## src/afh_pkg.sv

```systemverilog
package afh_pkg;

    // ------------------------------------------------------------
    // Register byte addresses
    // ------------------------------------------------------------
    localparam logic [7:0] CFG_OFS        = 8'h00;
    localparam logic [7:0] MULTI_OFS      = 8'h04;
    localparam logic [7:0] DONE_MILL_OFS  = 8'h08;
    localparam logic [7:0] STB_MILL_OFS   = 8'h0C;
    localparam logic [7:0] DONE_LATHE_OFS = 8'h10;
    localparam logic [7:0] STB_LATHE_OFS  = 8'h14;
    localparam logic [7:0] XM_DONE_OFS    = 8'h18;
    localparam logic [7:0] XM_STB_OFS     = 8'h1C;
    localparam logic [7:0] ISSUE_OFS      = 8'h20;
    localparam logic [7:0] STATUS_OFS     = 8'h24;

    // ------------------------------------------------------------
    // Field positions and reset values
    // ------------------------------------------------------------
    localparam int FAST_SEL_BIT    = 7;
    localparam int MULTI_M_BIT     = 7;
    localparam int SHARED_FIN_BIT  = 3;
    localparam int M_BIT           = 0;
    localparam int S_BIT           = 2;
    localparam int T_BIT           = 3;
    localparam int B_BIT_MILL      = 7;
    localparam int B_BIT_LATHE     = 4;
    localparam int M2_BIT          = 4;
    localparam int M3_BIT          = 5;
    localparam int STAT_BUSY_LSB   = 8;
    localparam int NUM_CHAN        = 6;
    localparam logic [7:0] CFG_RST   = 8'h00;
    localparam logic [7:0] MULTI_RST = 8'h00;

    // Issue register: one bit per function
    localparam int ISS_M  = 0;
    localparam int ISS_S  = 1;
    localparam int ISS_T  = 2;
    localparam int ISS_B  = 3;
    localparam int ISS_M2 = 4;
    localparam int ISS_M3 = 5;

    typedef enum logic [3:0] {
        CH_IDLE = 4'h1,
        CH_ACK  = 4'h2,
        CH_FALL = 4'h4,
        CH_FAST = 4'h8
    } afh_chan_st_t;

endpackage

```

## src/afh_top.sv

```systemverilog
`timescale 1ns/10ps
// Behaviour
// While any issued function is unfinished, hold program advance and flag waiting.
// Config bit 7 picks normal (0) or high-speed (1) handshake.
// Normal mode: function ends when shared finish falls 1 to 0.
// Outside logic drives the shared finish on bit 3 of its input byte.
// High-speed: M bit 0, S 2, T 3, second aux 7 mill or 4 lathe.
// Second and third M strobes on bits 4 and 5, finishes likewise.
// Second and third M work only when multi-M bit 7 is set.
// High-speed: finished when finish level equals strobe; requests toggle strobe.
module afh_top #(
    parameter bit LATHE_BUILD = 1'b0
) (
    input  wire logic        clk,
    input  wire logic        reset_n,
    input  wire logic        ce,
    input  wire logic        hsel,
    input  wire logic [31:0] haddr,
    input  wire logic [1:0]  htrans,
    input  wire logic        hwrite,
    input  wire logic [2:0]  hsize,
    input  wire logic [31:0] hwdata,
    input  wire logic        hready,
    output logic [31:0]      hrdata,
    output logic             hreadyout,
    output logic             hresp,
    input  wire logic [7:0]  aux_done_pins,
    input  wire logic [7:0]  extra_m_done_pins,
    output logic [7:0]       aux_strobe_pins,
    output logic [7:0]       extra_m_strobe_pins,
    output logic             advance_hold
);
    localparam int NC = afh_pkg::NUM_CHAN;

    logic [1:0]    rst_sync_q;
    logic          rst_n;
    logic [7:0]    aux_done_m_q;
    logic [7:0]    aux_done_q;
    logic [7:0]    xm_done_m_q;
    logic [7:0]    xm_done_q;
    logic [7:0]    cfg_q;
    logic [7:0]    multi_q;
    logic [NC-1:0] issue_q;
    logic          dp_wr_q;
    logic [7:0]    dp_addr_q;
    logic [31:0]   hrdata_q;
    logic [31:0]   rd_d;
    logic          addr_go;
    logic [NC-1:0] strobe;
    logic [NC-1:0] busy;
    logic [NC-1:0] done_fast;
    logic [NC-1:0] chan_en;
    logic          fast_sel;
    logic          multi_m_enable;
    logic          waiting;
    logic [7:0]    stb_mill;
    logic [7:0]    stb_lathe;
    logic [7:0]    stb_xm;
    logic          bus_idle_q;

    // ------------------------------------------------------------
    // Reset release and pin synchronisers
    // ------------------------------------------------------------
    always_ff @(posedge clk or negedge reset_n) begin
        if (!reset_n) begin
            rst_sync_q <= 2'h0;
        end else begin
            rst_sync_q <= {rst_sync_q[0], 1'b1};
        end
    end
    assign rst_n = rst_sync_q[1];

    // Finish levels come from the machine logic, asynchronous to us
    always_ff @(posedge clk or negedge rst_n) begin
        if (!rst_n) begin
            aux_done_m_q <= 8'h00;
            aux_done_q   <= 8'h00;
            xm_done_m_q  <= 8'h00;
            xm_done_q    <= 8'h00;
        end else if (ce) begin
            aux_done_m_q <= aux_done_pins;
            aux_done_q   <= aux_done_m_q;
            xm_done_m_q  <= extra_m_done_pins;
            xm_done_q    <= xm_done_m_q;
        end
    end

    // ------------------------------------------------------------
    // AHB-Lite slave, zero wait states
    // ------------------------------------------------------------
    assign hreadyout = ce;
    assign hresp     = 1'b0;
    assign hrdata    = hrdata_q;
    assign addr_go   = hsel && htrans[1] && hready && ce;

    always_ff @(posedge clk or negedge rst_n) begin
        if (!rst_n) begin
            dp_wr_q   <= 1'b0;
            dp_addr_q <= 8'h00;
        end else if (ce) begin
            dp_wr_q   <= addr_go && hwrite;
            dp_addr_q <= haddr[7:0];
        end
    end

    always_comb begin
        rd_d = 32'h0000_0000;
        if (haddr[31:8] == 24'h00_0000) begin
            case (haddr[7:0])
                afh_pkg::CFG_OFS:        rd_d[7:0] = cfg_q;
                afh_pkg::MULTI_OFS:      rd_d[7:0] = multi_q;
                afh_pkg::DONE_MILL_OFS:  rd_d[7:0] = LATHE_BUILD ? 8'h00 : aux_done_q;
                afh_pkg::STB_MILL_OFS:   rd_d[7:0] = stb_mill;
                afh_pkg::DONE_LATHE_OFS: rd_d[7:0] = LATHE_BUILD ? aux_done_q : 8'h00;
                afh_pkg::STB_LATHE_OFS:  rd_d[7:0] = stb_lathe;
                afh_pkg::XM_DONE_OFS:    rd_d[7:0] = xm_done_q;
                afh_pkg::XM_STB_OFS:     rd_d[7:0] = stb_xm;
                afh_pkg::STATUS_OFS: begin
                    rd_d[0] = waiting;
                    rd_d[afh_pkg::STAT_BUSY_LSB +: NC] = busy;
                end
                default: rd_d = 32'h0000_0000;
            endcase
        end
    end

    // Read data sampled at the address phase so it stands in the data phase
    always_ff @(posedge clk or negedge rst_n) begin
        if (!rst_n) begin
            hrdata_q <= 32'h0000_0000;
        end else if (addr_go && !hwrite) begin
            hrdata_q <= rd_d;
        end
    end

    // ------------------------------------------------------------
    // Software registers
    // ------------------------------------------------------------
    always_ff @(posedge clk or negedge rst_n) begin
        if (!rst_n) begin
            cfg_q   <= afh_pkg::CFG_RST;
            multi_q <= afh_pkg::MULTI_RST;
        end else if (ce && dp_wr_q) begin
            if (dp_addr_q == afh_pkg::CFG_OFS) begin
                cfg_q <= hwdata[7:0];
            end
            if (dp_addr_q == afh_pkg::MULTI_OFS) begin
                multi_q <= hwdata[7:0];
            end
        end
    end

    assign fast_sel       = cfg_q[afh_pkg::FAST_SEL_BIT];
    assign multi_m_enable = multi_q[afh_pkg::MULTI_M_BIT];

    // Issue word: one-cycle pulse; refused while a block still waits
    always_ff @(posedge clk or negedge rst_n) begin
        if (!rst_n) begin
            issue_q <= '0;
        end else if (ce) begin
            if (dp_wr_q && dp_addr_q == afh_pkg::ISSUE_OFS && !waiting) begin
                issue_q <= hwdata[NC-1:0] & chan_en;
            end else begin
                issue_q <= '0;
            end
        end
    end

    // ------------------------------------------------------------
    // Function channels
    // ------------------------------------------------------------
    assign done_fast[afh_pkg::ISS_M]  = aux_done_q[afh_pkg::M_BIT];
    assign done_fast[afh_pkg::ISS_S]  = aux_done_q[afh_pkg::S_BIT];
    assign done_fast[afh_pkg::ISS_T]  = aux_done_q[afh_pkg::T_BIT];
    assign done_fast[afh_pkg::ISS_B]  = LATHE_BUILD ? aux_done_q[afh_pkg::B_BIT_LATHE]
                                                    : aux_done_q[afh_pkg::B_BIT_MILL];
    assign done_fast[afh_pkg::ISS_M2] = xm_done_q[afh_pkg::M2_BIT];
    assign done_fast[afh_pkg::ISS_M3] = xm_done_q[afh_pkg::M3_BIT];

    assign chan_en = {multi_m_enable, multi_m_enable, 4'hF};

    generate
        for (genvar i = 0; i < NC; i++) begin : g_chan
            afh_chan u_chan (
                .clk        (clk),
                .rst_n      (rst_n),
                .ce         (ce),
                .en         (chan_en[i]),
                .issue      (issue_q[i]),
                .fast       (fast_sel),
                .fin_shared (aux_done_q[afh_pkg::SHARED_FIN_BIT]),
                .done_fast  (done_fast[i]),
                .strobe     (strobe[i]),
                .busy       (busy[i])
            );
        end
    endgenerate

    // ------------------------------------------------------------
    // Strobe pins and program advance
    // ------------------------------------------------------------
    always_comb begin
        stb_mill  = 8'h00;
        stb_lathe = 8'h00;
        stb_xm    = 8'h00;
        stb_mill[afh_pkg::M_BIT]        = strobe[afh_pkg::ISS_M];
        stb_mill[afh_pkg::S_BIT]        = strobe[afh_pkg::ISS_S];
        stb_mill[afh_pkg::T_BIT]        = strobe[afh_pkg::ISS_T];
        stb_mill[afh_pkg::B_BIT_MILL]   = strobe[afh_pkg::ISS_B];
        stb_lathe[afh_pkg::M_BIT]       = strobe[afh_pkg::ISS_M];
        stb_lathe[afh_pkg::S_BIT]       = strobe[afh_pkg::ISS_S];
        stb_lathe[afh_pkg::T_BIT]       = strobe[afh_pkg::ISS_T];
        stb_lathe[afh_pkg::B_BIT_LATHE] = strobe[afh_pkg::ISS_B];
        stb_xm[afh_pkg::M2_BIT]         = strobe[afh_pkg::ISS_M2];
        stb_xm[afh_pkg::M3_BIT]         = strobe[afh_pkg::ISS_M3];
        if (LATHE_BUILD) begin
            stb_mill = 8'h00;
        end else begin
            stb_lathe = 8'h00;
        end
    end

    assign aux_strobe_pins     = LATHE_BUILD ? stb_lathe : stb_mill;
    assign extra_m_strobe_pins = stb_xm;
    assign waiting             = |busy;
    assign advance_hold        = waiting;

    // ------------------------------------------------------------
    // Checks
    // ------------------------------------------------------------
    always_ff @(posedge clk or negedge rst_n) begin
        if (!rst_n) begin
            bus_idle_q <= 1'b1;
        end else begin
            bus_idle_q <= !dp_wr_q;
        end
    end
endmodule

```

## src/afh_chan.sv

```systemverilog
`timescale 1ns/10ps
module afh_chan (
    input  wire logic clk,
    input  wire logic rst_n,
    input  wire logic ce,
    input  wire logic en,
    input  wire logic issue,
    input  wire logic fast,
    input  wire logic fin_shared,
    input  wire logic done_fast,
    output logic      strobe,
    output logic      busy
);
    afh_pkg::afh_chan_st_t st_q;
    logic                  strobe_q;

    // ------------------------------------------------------------
    // Handshake sequencer
    // ------------------------------------------------------------
    always_ff @(posedge clk or negedge rst_n) begin
        if (!rst_n) begin
            st_q     <= afh_pkg::CH_IDLE;
            strobe_q <= 1'b0;
        end else if (ce) begin
            if (!en) begin
                st_q     <= afh_pkg::CH_IDLE;
                strobe_q <= 1'b0;
            end else begin
                case (st_q)
                    afh_pkg::CH_IDLE: begin
                        if (issue && fast) begin
                            st_q     <= afh_pkg::CH_FAST;
                            strobe_q <= ~strobe_q;
                        end else if (issue) begin
                            st_q     <= afh_pkg::CH_ACK;
                            strobe_q <= 1'b1;
                        end
                    end
                    afh_pkg::CH_ACK: begin
                        if (fin_shared) begin
                            st_q     <= afh_pkg::CH_FALL;
                            strobe_q <= 1'b0;
                        end
                    end
                    afh_pkg::CH_FALL: begin
                        if (!fin_shared) begin
                            st_q <= afh_pkg::CH_IDLE;
                        end
                    end
                    afh_pkg::CH_FAST: begin
                        if (done_fast == strobe_q) begin
                            st_q <= afh_pkg::CH_IDLE;
                        end
                    end
                    default: st_q <= afh_pkg::CH_IDLE;
                endcase
            end
        end
    end

    assign strobe = strobe_q;
    assign busy   = (st_q != afh_pkg::CH_IDLE);
endmodule

```

## config.mk

```make
export PLATFORM = sky130hd
export DESIGN_NAME = afh_top
export DESIGN_NICKNAME = d
export VERILOG_FILES = /design/src/afh_pkg.sv /design/src/afh_top.sv /design/src/afh_chan.sv
export SDC_FILE = /design/constraint.sdc
export NUM_CORES = 1
export LEC_CHECK = 0
export ABC_AREA = 0
export CORE_AREA = 2 2 98 100
export CTS_CLUSTER_SIZE = 8
export DETAILED_ROUTE_END_ITERATION = 10
export DIE_AREA = 0 0 100 102
export DONT_BUFFER_PORTS = 1
export PLACE_DENSITY = 0.79
export SYNTH_ARGS = -nofsm -noshare
export SYNTH_HDL_FRONTEND = slang
export SYNTH_SLANG_ARGS = --single-unit
```

## constraint.sdc

```tcl
create_clock -name clk -period 3.6 [get_ports clk]
set_input_delay 0.36 -clock clk [delete_from_list [all_inputs] [get_ports clk]]
set_output_delay 0.36 -clock clk [all_outputs]
set_load 0.005 [all_outputs]
```

==> results of run 1 <==
-- cell usage after synthesis (5+ instances only) --
master / n
a31oi_1: 7
nor2b_1: 10
inv_1: 13
mux2_2: 39
dfrtp_1: 103
nor4_1: 8
dfstp_2: 6
nor2_1: 20
o21ai_0: 6
nand4_1: 5
a21oi_1: 14
clkbuf_1: 15
nand2_1: 33
mux2i_1: 8
o21ai_1: 13
nand3_1: 9
buf_2: 10
nor4bb_1: 5
mux2_1: 21
a22o_1: 14
buf_4: 37
nor4b_2: 5
nand2b_1: 5
nor3_1: 6
-- through the flow --
| step | setup slack [ps] | hold slack, ps | utilization | instance area [um^2] | std cells |
|---|---|---|---|---|---|
| floorplan | 349.2 | 64.41 | - | 5868 | 540 |
| finish | 1141 | 82.84 | 0.6437 | 5863 | 607 |
| global route | 911.9 | 65.22 | 0.6437 | 5863 | 607 |
| global placement | 1324 | 64.45 | 0.6214 | 5660 | 590 |
| CTS | 1081 | 65.96 | 0.6437 | 5863 | 607 |
| detailed placement | 1288 | 64.45 | 0.6214 | 5660 | 590 |
-- logic make-up (layout without fill, tap and decap cells) --
group | count (synthesis) | in the layout | share of synthesized area
other | 2 | 30 | 0.001303
flip-flops | 109 | 109 | 0.4746
AND/OR/NAND/NOR | 144 | 144 | 0.1596
AO/OA/AOI/OAI | 102 | 102 | 0.1344
multiplexers | 72 | 72 | 0.1455
XOR/XNOR | 5 | 5 | 0.007600
buffers and inverters | 78 | 34 | 0.07707
-- power groups by stage --
stage          logic, W  clock network [W]  registers, W
2_1_floorplan  0.000507                  0       0.00148
3_3_place_gp   0.000478                  0       0.00154
3_5_place_dp   0.000500                  0       0.00155
4_1_cts        0.000503           0.000742       0.00153
5_1_grt        0.000562           0.000792       0.00155
6_report       0.000504           0.000730       0.00153
-- metal layers --
| layer | routed length, um | share of wire | vias up | track usage |
|---|---|---|---|---|
| met3 | 867 | 0.070 | 15 | 0.07798 |
| li1 | - | - | 1797 | - |
| met5 | 0 | 0 | - | 0 |
| met4 | 176 | 0.014 | 0 | 0.08219 |
| met2 | 6139 | 0.50 | 159 | 0.4064 |
| met1 | 5153 | 0.42 | 2036 | 0.3342 |
-- state kept, by name, indices dropped and copies added, names as in the netlist --
register              flops
aux_done_q                8
aux_done_m_q              8
dp_addr_q                 8
g_chan.u_chan.st_q       24
multi_q                   8
xm_done_q                 8
cfg_q                     8
hrdata                   14
rst_sync_q                2
issue_q                   6
dp_wr_q                   1
xm_done_m_q               8
g_chan.u_chan.strobe      6
-- layout make-up --
type,instances,area (um^2),area share
multi-input cells,353,2695,0.4597
well taps,111,138.9,0.02369
repair buffers,4,45.04,0.007682
flip-flops and latches,109,2739,0.4671
inverters,14,52.55,0.008963
clock buffers,10,127.6,0.02177
clock inverters,6,65.06,0.01110
-- worst paths after layout --
kind | start | endpoint | cells after the start
setup / recovery | g_chan[4].u_chan.st_q[0] | advance_hold | 4
hold / removal | ce | aux_done_q[3] | 1
setup reg to reg | dp_addr_q[1] | cfg_q[6] | 4
hold reg to reg | rst_sync_q[1] | g_chan[0].u_chan.st_q[3] | 0
max in group asynchronous | rst_sync_q[1] | g_chan[0].u_chan.st_q[0] | 1
min in group asynchronous | reset_n | rst_sync_q[1] | 1
-- repair_timing --
action / CTS / global route
endpoints found under the setup margin: 0 / 0
resized for setup: 0 / 0
hold buffers: 1 / 0
endpoints found under the hold margin: 2 / 0
==> summary.md, run 1 <==
| Metric | Value |
|---|---|
| Outcome | `complete, no violations` |
| Buf/Inv on CP | `0` |
| Fmax | `0.4067 GHz` |
| Initial Util | `0.6327` |
| Post-synth EDFFs | `0` |
| Leading area contributor after synthesis | `dfrtp_1` |
| Async set-reset flop share out of synthesis | `1.000` |
| Clock Sinks | `109` |
| Delay-heaviest family, CP | `simple AND/OR/NAND/NOR gates` |
| Vias per inst | `6.601` |
| Fin nets | `582` |
| Crit. End Element | `output port` |
| Antenna Cells | `0` |
| Slew margin rel. | `0.5203` |
| RSZ-0062 raised after global routing | `no` |
| Skew final | `10.47 ps` |
| Setup Buffers After CTS | `0` |
| Tightest Hold Check Type | `in -> reg` |
| First DRT Iteration DRCs | `202` |
| Synth area leaders | `dfrtp_1 45%, mux2_2 7.6%, buf_4 4.8%` |
| Top-Level Pins | `142` |
| Commonest non-fill, non-tap cells in the layout | `102 x dfrtp_1, 39 x mux2_2, 33 x nand2_1` |
| Primary FF master, synth | `dfrtp_1` |
| Die height | `102 um` |
| Worst EP required | `3240 ps` |
| Int Pwr | `0.001878 W` |
| CP max stage delay | `590 ps` |
| CTS buffer count | `9` |
| Die area | `10200 um^2` |
| CP cell instances | `nor4b_2 -> nand3_1 -> nor3_1 -> nand3_1` |
| DP HPWL | `8.612 mm` |
| Pleak | `2.485 nW` |
| Pre-antenna DRT Iters | `5` |
| Congestion Overflow GR | `0` |
| Drt drc | `0` |
| Clock period minus worst slack | `2459 ps` |
| Switch Pwr | `0.0008844 W` |
| Tot GR Track Use | `0.2535` |
| CTS root buf | `clkbuf_8` |
| Critical path's slowest cell | `dfstp_2` |
| # rows | `35` |
| Clk_lat worst skew | `370 ps` |
| Commonest non-fill, non-tap cell in the layout | `dfrtp_1` |
| Number of filler cells placed in the layout | `699` |
| Post-DRT Antenna Nets | `0` |
| Sequential element share of the synthesized area | `0.4746` |
| Yosys Warn Count | `0` |
| Max_cap viols | `0` |
| WP data arrival | `2100 ps` |
| Synth top area share | `0.4472` |
| Seq cells post-synth | `109` |
| Crit-path max FO | `6` |
| Worst IR Drop VDD | `0.3601 mV` |
| DIE WIDTH | `100 um` |
| Clock power share | `0.264` |
| Core area | `9109 um^2` |
| Largest net degree at the start of global routing | `68` |
| Final max-slew violation count | `0` |
| R2R setup slack | `1180 ps` |
| Actual slew at the worst max-slew pin | `709.3 ps` |
| Critical path class | `reg -> out` |
| Gate Count Post-Synth | `512` |
| Share of cells above drive strength 1 | `0.1815` |
| Gate power share | `0.182` |
| Layout area overhead | `1.737%` |
| CTS clock-pin slew for the worst setup and hold paths | `110 ps` |
| Initial antenna violation count | `0` |
| Bufs on Longest Clock Path | `2` |
| Sw Ratio | `0.3202` |
| WL/cell | `20.32 um` |
| Seq pwr share | `0.553` |
| Vias in the first global route | `3919` |
| P per Cell Area | `471.1 nW/um^2` |
| Synth cell types | `72` |
| Post-Syn Area | `5763 um^2` |
| Htree depth | `3` |
| Synthesized area per cell | `11.26 um^2` |
| Most common cell on crit path | `nand3_1` |
| DR vias | `4007` |
| Routed Wire Length | `12.34 mm` |
| Kind of start point of the critical path | `flip-flop` |
| Placer Congestion | `0.8479` |
| First-pass GRT wire length | `20.05 mm` |
| Final setup fails | `0` |
| Final setup TNS | `0 ps` |
| CTS tree | `done` |
| Fin crit share | `0.6829` |
| Final Hold Viols | `0` |
| Port bufs | `0` |
| Tot Pwr | `0.002762 W` |
No activity file was read; power rests on OpenSTA's default activity.
==> run 2, diff against run 1 <==
--- a/config.mk
+++ b/config.mk
@@ -5,11 +5,11 @@
 export SDC_FILE = /design/constraint.sdc
 export NUM_CORES = 1
 export LEC_CHECK = 0
-export ABC_AREA = 0
-export CORE_AREA = 2 2 98 100
+export ABC_AREA = 1
+export CORE_AREA = 2 2 97 99
 export CTS_CLUSTER_SIZE = 8
 export DETAILED_ROUTE_END_ITERATION = 10
-export DIE_AREA = 0 0 100 102
+export DIE_AREA = 0 0 99 101
 export DONT_BUFFER_PORTS = 1
 export PLACE_DENSITY = 0.79
 export SYNTH_ARGS = -nofsm -noshare
==> constraint.sdc (replaced) <==
create_clock -name clk -period 2.42 [get_ports clk]
set_input_delay 0.242 -clock clk [delete_from_list [all_inputs] [get_ports clk]]
set_output_delay 0.242 -clock clk [all_outputs]
set_load 0.005 [all_outputs]
==> summary.md, run 2 <==
| Metric | Value |
|---|---|
| Outcome | `complete, no violations` |
| Post-Syn Area | `5603 um^2` |
| Final max-slew violation count | `0` |
| CTS buffer count | `9` |
| Synth area leaders | `dfrtp_1 46%, nand2_1 18%, o21ai_0 5.6%` |
| Async set-reset flop share out of synthesis | `1.000` |
| Commonest non-fill, non-tap cells in the layout | `264 x nand2_1, 102 x dfrtp_1, 64 x inv_1` |
| Die area | `9999 um^2` |
| Kind of start point of the critical path | `flip-flop` |
| Actual slew at the worst max-slew pin | `659.5 ps` |
| Worst R2R Path Depth | `5` |
| Antenna Cells | `0` |
| Share of cells above drive strength 1 | `0.06341` |
| First DRT Iteration DRCs | `303` |
| Finished Layout Cells | `868` |
| CTS tree | `done` |
| Area occupied by multi-input gates | `2370 um^2` |
| Sequential element share of the synthesized area | `0.4882` |
| Synthesized area per cell | `7.592 um^2` |
| Largest Register | `g_chan.u_chan.st_q` |
| Critical path class | `reg -> out` |
| DR vias | `4718` |
| Layout area overhead | `6.699%` |
| Final setup fails | `0` |
| Leading area contributor after synthesis | `dfrtp_1` |
| Post-DRT Antenna Nets | `0` |
| Tightest Hold Check Type | `in -> reg` |
| Bufs on Longest Clock Path | `2` |
| Clock Sinks | `109` |
| Post_cts resized | `0` |
| Crit. End Element | `output port` |
| First-pass GRT wire length | `21.67 mm` |
| Die height | `101 um` |
| Cell count of the worst hold path | `2` |
| Synth cell types | `31` |
| Vias in the first global route | `4516` |
| Initial Util | `0.6241` |
| Final setup TNS | `0 ps` |
| Setup Buffers After CTS | `0` |
| Post-synth EDFFs | `0` |
| # rows | `35` |
| Initial antenna violation count | `0` |
| CTS clock-pin slew for the worst setup and hold paths | `110 ps` |
| Gate Count Post-Synth | `738` |
| Max_cap viols | `0` |
| Drt drc | `0` |
| Placed Cells | `829` |
| Vias per inst | `5.435` |
| WP data arrival | `1570 ps` |
| Top-Level Pins | `142` |
| RSZ-0062 raised after global routing | `no` |
| Fmax | `0.5509 GHz` |
| Commonest non-fill, non-tap cell in the layout | `nand2_1` |
| Crit-path max FO | `5` |
| Reg area | `2739 um^2` |
| Yosys Warn Count | `0` |
| Synth top area share | `0.4600` |
| P per Cell Area | `705.6 nW/um^2` |
| Slew margin rel. | `0.5587` |
| Clock period minus worst slack | `1815 ps` |
| Fin crit share | `0.7500` |
| Most common cell in the synthesized netlist | `nand2_1` |
| Skew final | `9.821 ps` |
| DIE WIDTH | `99 um` |
| Tot GR Track Use | `0.2732` |
| Max reg flops | `24` |
| Post-cts hold buffer count | `23` |
| Port bufs | `0` |
| Routed Wire Length | `12.72 mm` |
| Htree depth | `3` |
| Largest net degree at the start of global routing | `47` |
| Worst EP required | `2180 ps` |
| CTS root buf | `clkbuf_8` |
| Top cells by count, synth | `264 x nand2_1, 103 x dfrtp_1, 64 x inv_1, 63 x o21ai_0, 61 x nor2_1` |
| Pleak | `3.017 nW` |
| Worst IR Drop VDD | `0.5182 mV` |
| Seq cells post-synth | `109` |
| DP HPWL | `8.869 mm` |
| Worst hold margin | `7.816 ps` |
| Clk_lat worst skew | `380 ps` |
| Core area | `8977 um^2` |
| Final Hold Viols | `0` |
| Pre-antenna DRT Iters | `4` |
| WL/cell | `14.66 um` |
| Primary FF master, synth | `dfrtp_1` |
| Number of filler cells placed in the layout | `745` |
| Congestion Overflow GR | `0` |
| Placer Congestion | `0.9059` |
| Fin nets | `843` |
[run 2: changes by cell type after synthesis, sizes merged, moves of 9 or more]
cell / previous run / this run
nor2b: 10 / 0
nor2: 20 / 65
inv: 14 / 65
nor4b: 9 / 0
nand2: 33 / 265
o21ai: 19 / 82
nand3: 9 / 59
a22o: 14 / 0
mux2: 61 / 0
[run 2: final timing paths]
path,start,end,slack [ps]
min in group asynchronous,reset_n,rst_sync_q[1],80
max,g_chan[3].u_chan.st_q[0],advance_hold,600
min,hwdata[1],issue_q[1],8
min reg2reg,rst_sync_q[1],aux_done_q[7],250
max reg2reg,dp_addr_q[1],issue_q[5],620
max in group asynchronous,rst_sync_q[1],g_chan[5].u_chan.st_q[0],1490
[run 2: critical path: stages, from the launching register on]
cell	delay, ps
dfstp_2	570
nand3_1	170
nor2_1	270
nand4_1	190
[run 2: per-layer routing]
metal  track usage  share of wire
met5             0              0
met3       0.04369          0.060
met4        0.1064          0.022
met1        0.3769           0.45
met2        0.4381           0.47
[run 2: cells by family (layout without fill, tap and decap cells)]
logic type / after synthesis / after routing / synth area share
AOI/OAI and AO/OA: 98 / 98 / 0.09647
DFF: 109 / 109 / 0.4882
buffers and inverters: 119 / 110 / 0.1076
and+or+nand+nor: 409 / 409 / 0.3048
xor gates and xnor gates: 1 / 1 / 0.001563
other: 2 / 30 / 0.001340
[run 2: where the power goes]
part	total [W]	switching, W	internal [W]	leakage [nW]
Clock	0.00108	0.000678	0.000402	0.0947
Sequential	0.00226	0.000209	0.00205	1.41
Combinational	0.000879	0.000591	0.000289	1.51
[run 2: layout make-up]
class                      instances  share of cell area
sequential                       109              0.4581
multi-input combinational        538              0.3964
timing repair buffer              29             0.04981
inverter                          65             0.04081
tap                              111             0.02323
clock buffer                       9             0.02072
clock inverter                     7             0.01088
[run 2: stage by stage]
stage               setup slack (ps)  total power [W]  utilization  instance area (um^2)
floorplan                      600.9         0.002986            -                  5709
global placement               750.3         0.003085       0.6181                  5549
global route                   444.4         0.004488       0.6659                  5978
CTS                            603.1         0.004224       0.6659                  5978
finish                         604.9         0.004219       0.6659                  5978
detailed placement             680.8         0.003125       0.6181                  5549
==> run 3, diff against run 2 <==
==> constraint.sdc (replaced) <==
create_clock -name clk -period 1.7 [get_ports clk]
set_input_delay 0.17 -clock clk [delete_from_list [all_inputs] [get_ports clk]]
set_output_delay 0.17 -clock clk [all_outputs]
set_load 0.005 [all_outputs]
==> summary.md, run 3 (synthesis results as in run 2) <==
| Metric | Value |
|---|---|
| Max_cap viols | `0` |
| First DRT Iteration DRCs | `283` |
| DP HPWL | `9.274 mm` |
| Critical path class | `reg -> out` |
| Final Hold Viols | `0` |
| Slew margin rel. | `0.6111` |
| GR Util met3 | `0.05687` |
| Worst IR Drop VDD | `0.6373 mV` |
| First-pass GRT wire length | `21.79 mm` |
| Commonest non-fill, non-tap cell in the layout | `nand2_1` |
| P per Cell Area | `985.1 nW/um^2` |
| Largest Register | `g_chan.u_chan.st_q` |
| DIE WIDTH | `99 um` |
| Design Area, Final | `6221 um^2` |
| Layout area overhead | `11.03%` |
| Bufs on Longest Clock Path | `2` |
| Skew final | `21.40 ps` |
| R2R setup slack | `150 ps` |
| CTS buffer count | `9` |
| Fin nets | `866` |
| Die area | `9999 um^2` |
| Port bufs | `0` |
| Antenna Cells | `0` |
| Routed Wire Length | `13.32 mm` |
| Pre-antenna DRT Iters | `5` |
| Commonest non-fill, non-tap cells in the layout | `261 x nand2_1, 102 x dfrtp_1, 62 x inv_1` |
| RR Startpoint | `g_chan[2].u_chan.st_q[2]` |
| CTS tree | `done` |
| CTS root buf | `clkbuf_8` |
| Share of cells above drive strength 1 | `0.09615` |
| Pleak | `3.119 nW` |
| # rows | `35` |
| Crit. End Element | `output port` |
| Clock period minus worst slack | `1685 ps` |
| Placer Congestion | `0.9045` |
| Worst hold endpoint | `dp_wr_q` |
| Tot GR Track Use | `0.2724` |
| Die height | `101 um` |
| Htree depth | `3` |
| Outcome | `complete, no violations` |
| Crit-path max FO | `4` |
| Congestion Overflow GR | `0` |
| Most Crowded Layer GR | `met2` |
| Max reg flops | `24` |
| Clock Sinks | `109` |
| Clk_lat worst skew | `370 ps` |
| Post-DRT Antenna Nets | `0` |
| Tightest Hold Check Type | `in -> reg` |
| Finished Layout Cells | `891` |
| Hold_sp | `ce` |
| Vias per inst | `5.520` |
| Worst EP required | `1530 ps` |
| Worst R2R Path Depth | `8` |
| Grt met2 use | `0.4537` |
| Final max-slew violation count | `0` |
| Placed Cells | `841` |
| Vias in the first global route | `4673` |
| Drt drc | `0` |
| Core area | `8977 um^2` |
| Initial Util | `0.6241` |
| WL/cell | `14.95 um` |
| Initial antenna violation count | `0` |
| Actual slew at the worst max-slew pin | `581.2 ps` |
| GRT met1 Usage | `0.3575` |
| Final setup fails | `0` |
| CTS clock-pin slew for the worst setup and hold paths | `120 ps` |
| Kind of start point of the critical path | `flip-flop` |
| DR vias | `4918` |
| Reg2reg end | `g_chan[2].u_chan.st_q[3]` |
| Largest net degree at the start of global routing | `53` |
| Placed cell areas | `5652 um^2` |
| Fin crit share | `0.9910` |
| Cell count of the worst hold path | `4` |
| WP data arrival | `1510 ps` |
| Fmax | `0.5936 GHz` |
| Top-Level Pins | `142` |
## run 3: cell count changes in the layout (fill, tap and decap cells not counted), moves of 4 or more
cell / before / now
o21ai_0: 63 / 59
clkinvlp_4: 1 / 5
nor2_2: 1 / 6
o21ai_1: 11 / 15
nor2_1: 61 / 56
buf_4: 5 / 17
dlygate4sd3_1: 22 / 32
## run 3: per-layer routing
| metal | vias to the layer above | share of wire | wire, um |
|---|---|---|---|
| met3 | 36 | 0.056 | 741 |
| met5 | - | 0 | 0 |
| met2 | 183 | 0.49 | 6465 |
| met4 | 0 | 0.028 | 370 |
| met1 | 2341 | 0.43 | 5745 |
| li1 | 2358 | - | - |
## run 3: metrics by stage
stage	setup WS [ps]	hold slack, ps	power, W	TNS, ps	util
final	15.26	8.475	0.006128	0	0.6930
after detailed placement	98.57	-125.6	0.004557	0	0.6295
after global placement	189.9	-125.5	0.004470	0	0.6295
after CTS	5.186	3.722	0.006089	0	0.6879
after global routing	-30.58	14.03	0.006497	-30.58	0.6930
after floorplan	301.7	-125.6	0.004251	0	-
## run 3: worst max-delay path, cell delays in order, from the launching register on
cell	delay, ps
dfstp_2	590
nand3_2	120
buf_4	170
nor2_1	100
nand4_1	170
## run 3: report_power, final
part / leakage (nW) / internal, W / switching (W)
Combinational: 1.63 / 0.000513 / 0.000929
Clock: 0.0760 / 0.000548 / 0.000913
Sequential: 1.41 / 0.00292 / 0.000307
## run 3: how the worst max path moves through the flow
stage / from / end
after global placement: g_chan[4].u_chan.st_q[0] / g_chan[4].u_chan.st_q[2]
final: g_chan[2].u_chan.st_q[0] / advance_hold
after global routing: g_chan[2].u_chan.st_q[2] / advance_hold
after detailed placement: g_chan[0].u_chan.st_q[2] / issue_q[0]
after floorplan: g_chan[4].u_chan.st_q[0] / g_chan[4].u_chan.st_q[3]
after CTS: g_chan[2].u_chan.st_q[0] / advance_hold
## run 3: area by class of cell
cell class              count  area (um^2)
clock buffers               9        123.9
well taps                 111        138.9
multi-input cells         538         2410
flip-flops and latches    109         2739
clock inverters             7        57.56
fillers                   691         2756
repair buffers             52        508.0
inverters                  65        244.0
## run 3: repair_timing
item | 4_1_cts | 5_1_grt
hold buffers | 32 | 1
pin swaps | 1 | 1
resized for setup | 2 | 16
setup buffers | 1 | 0
endpoints found under the setup margin | 1 | 12
endpoints found under the hold margin | 59 | 2
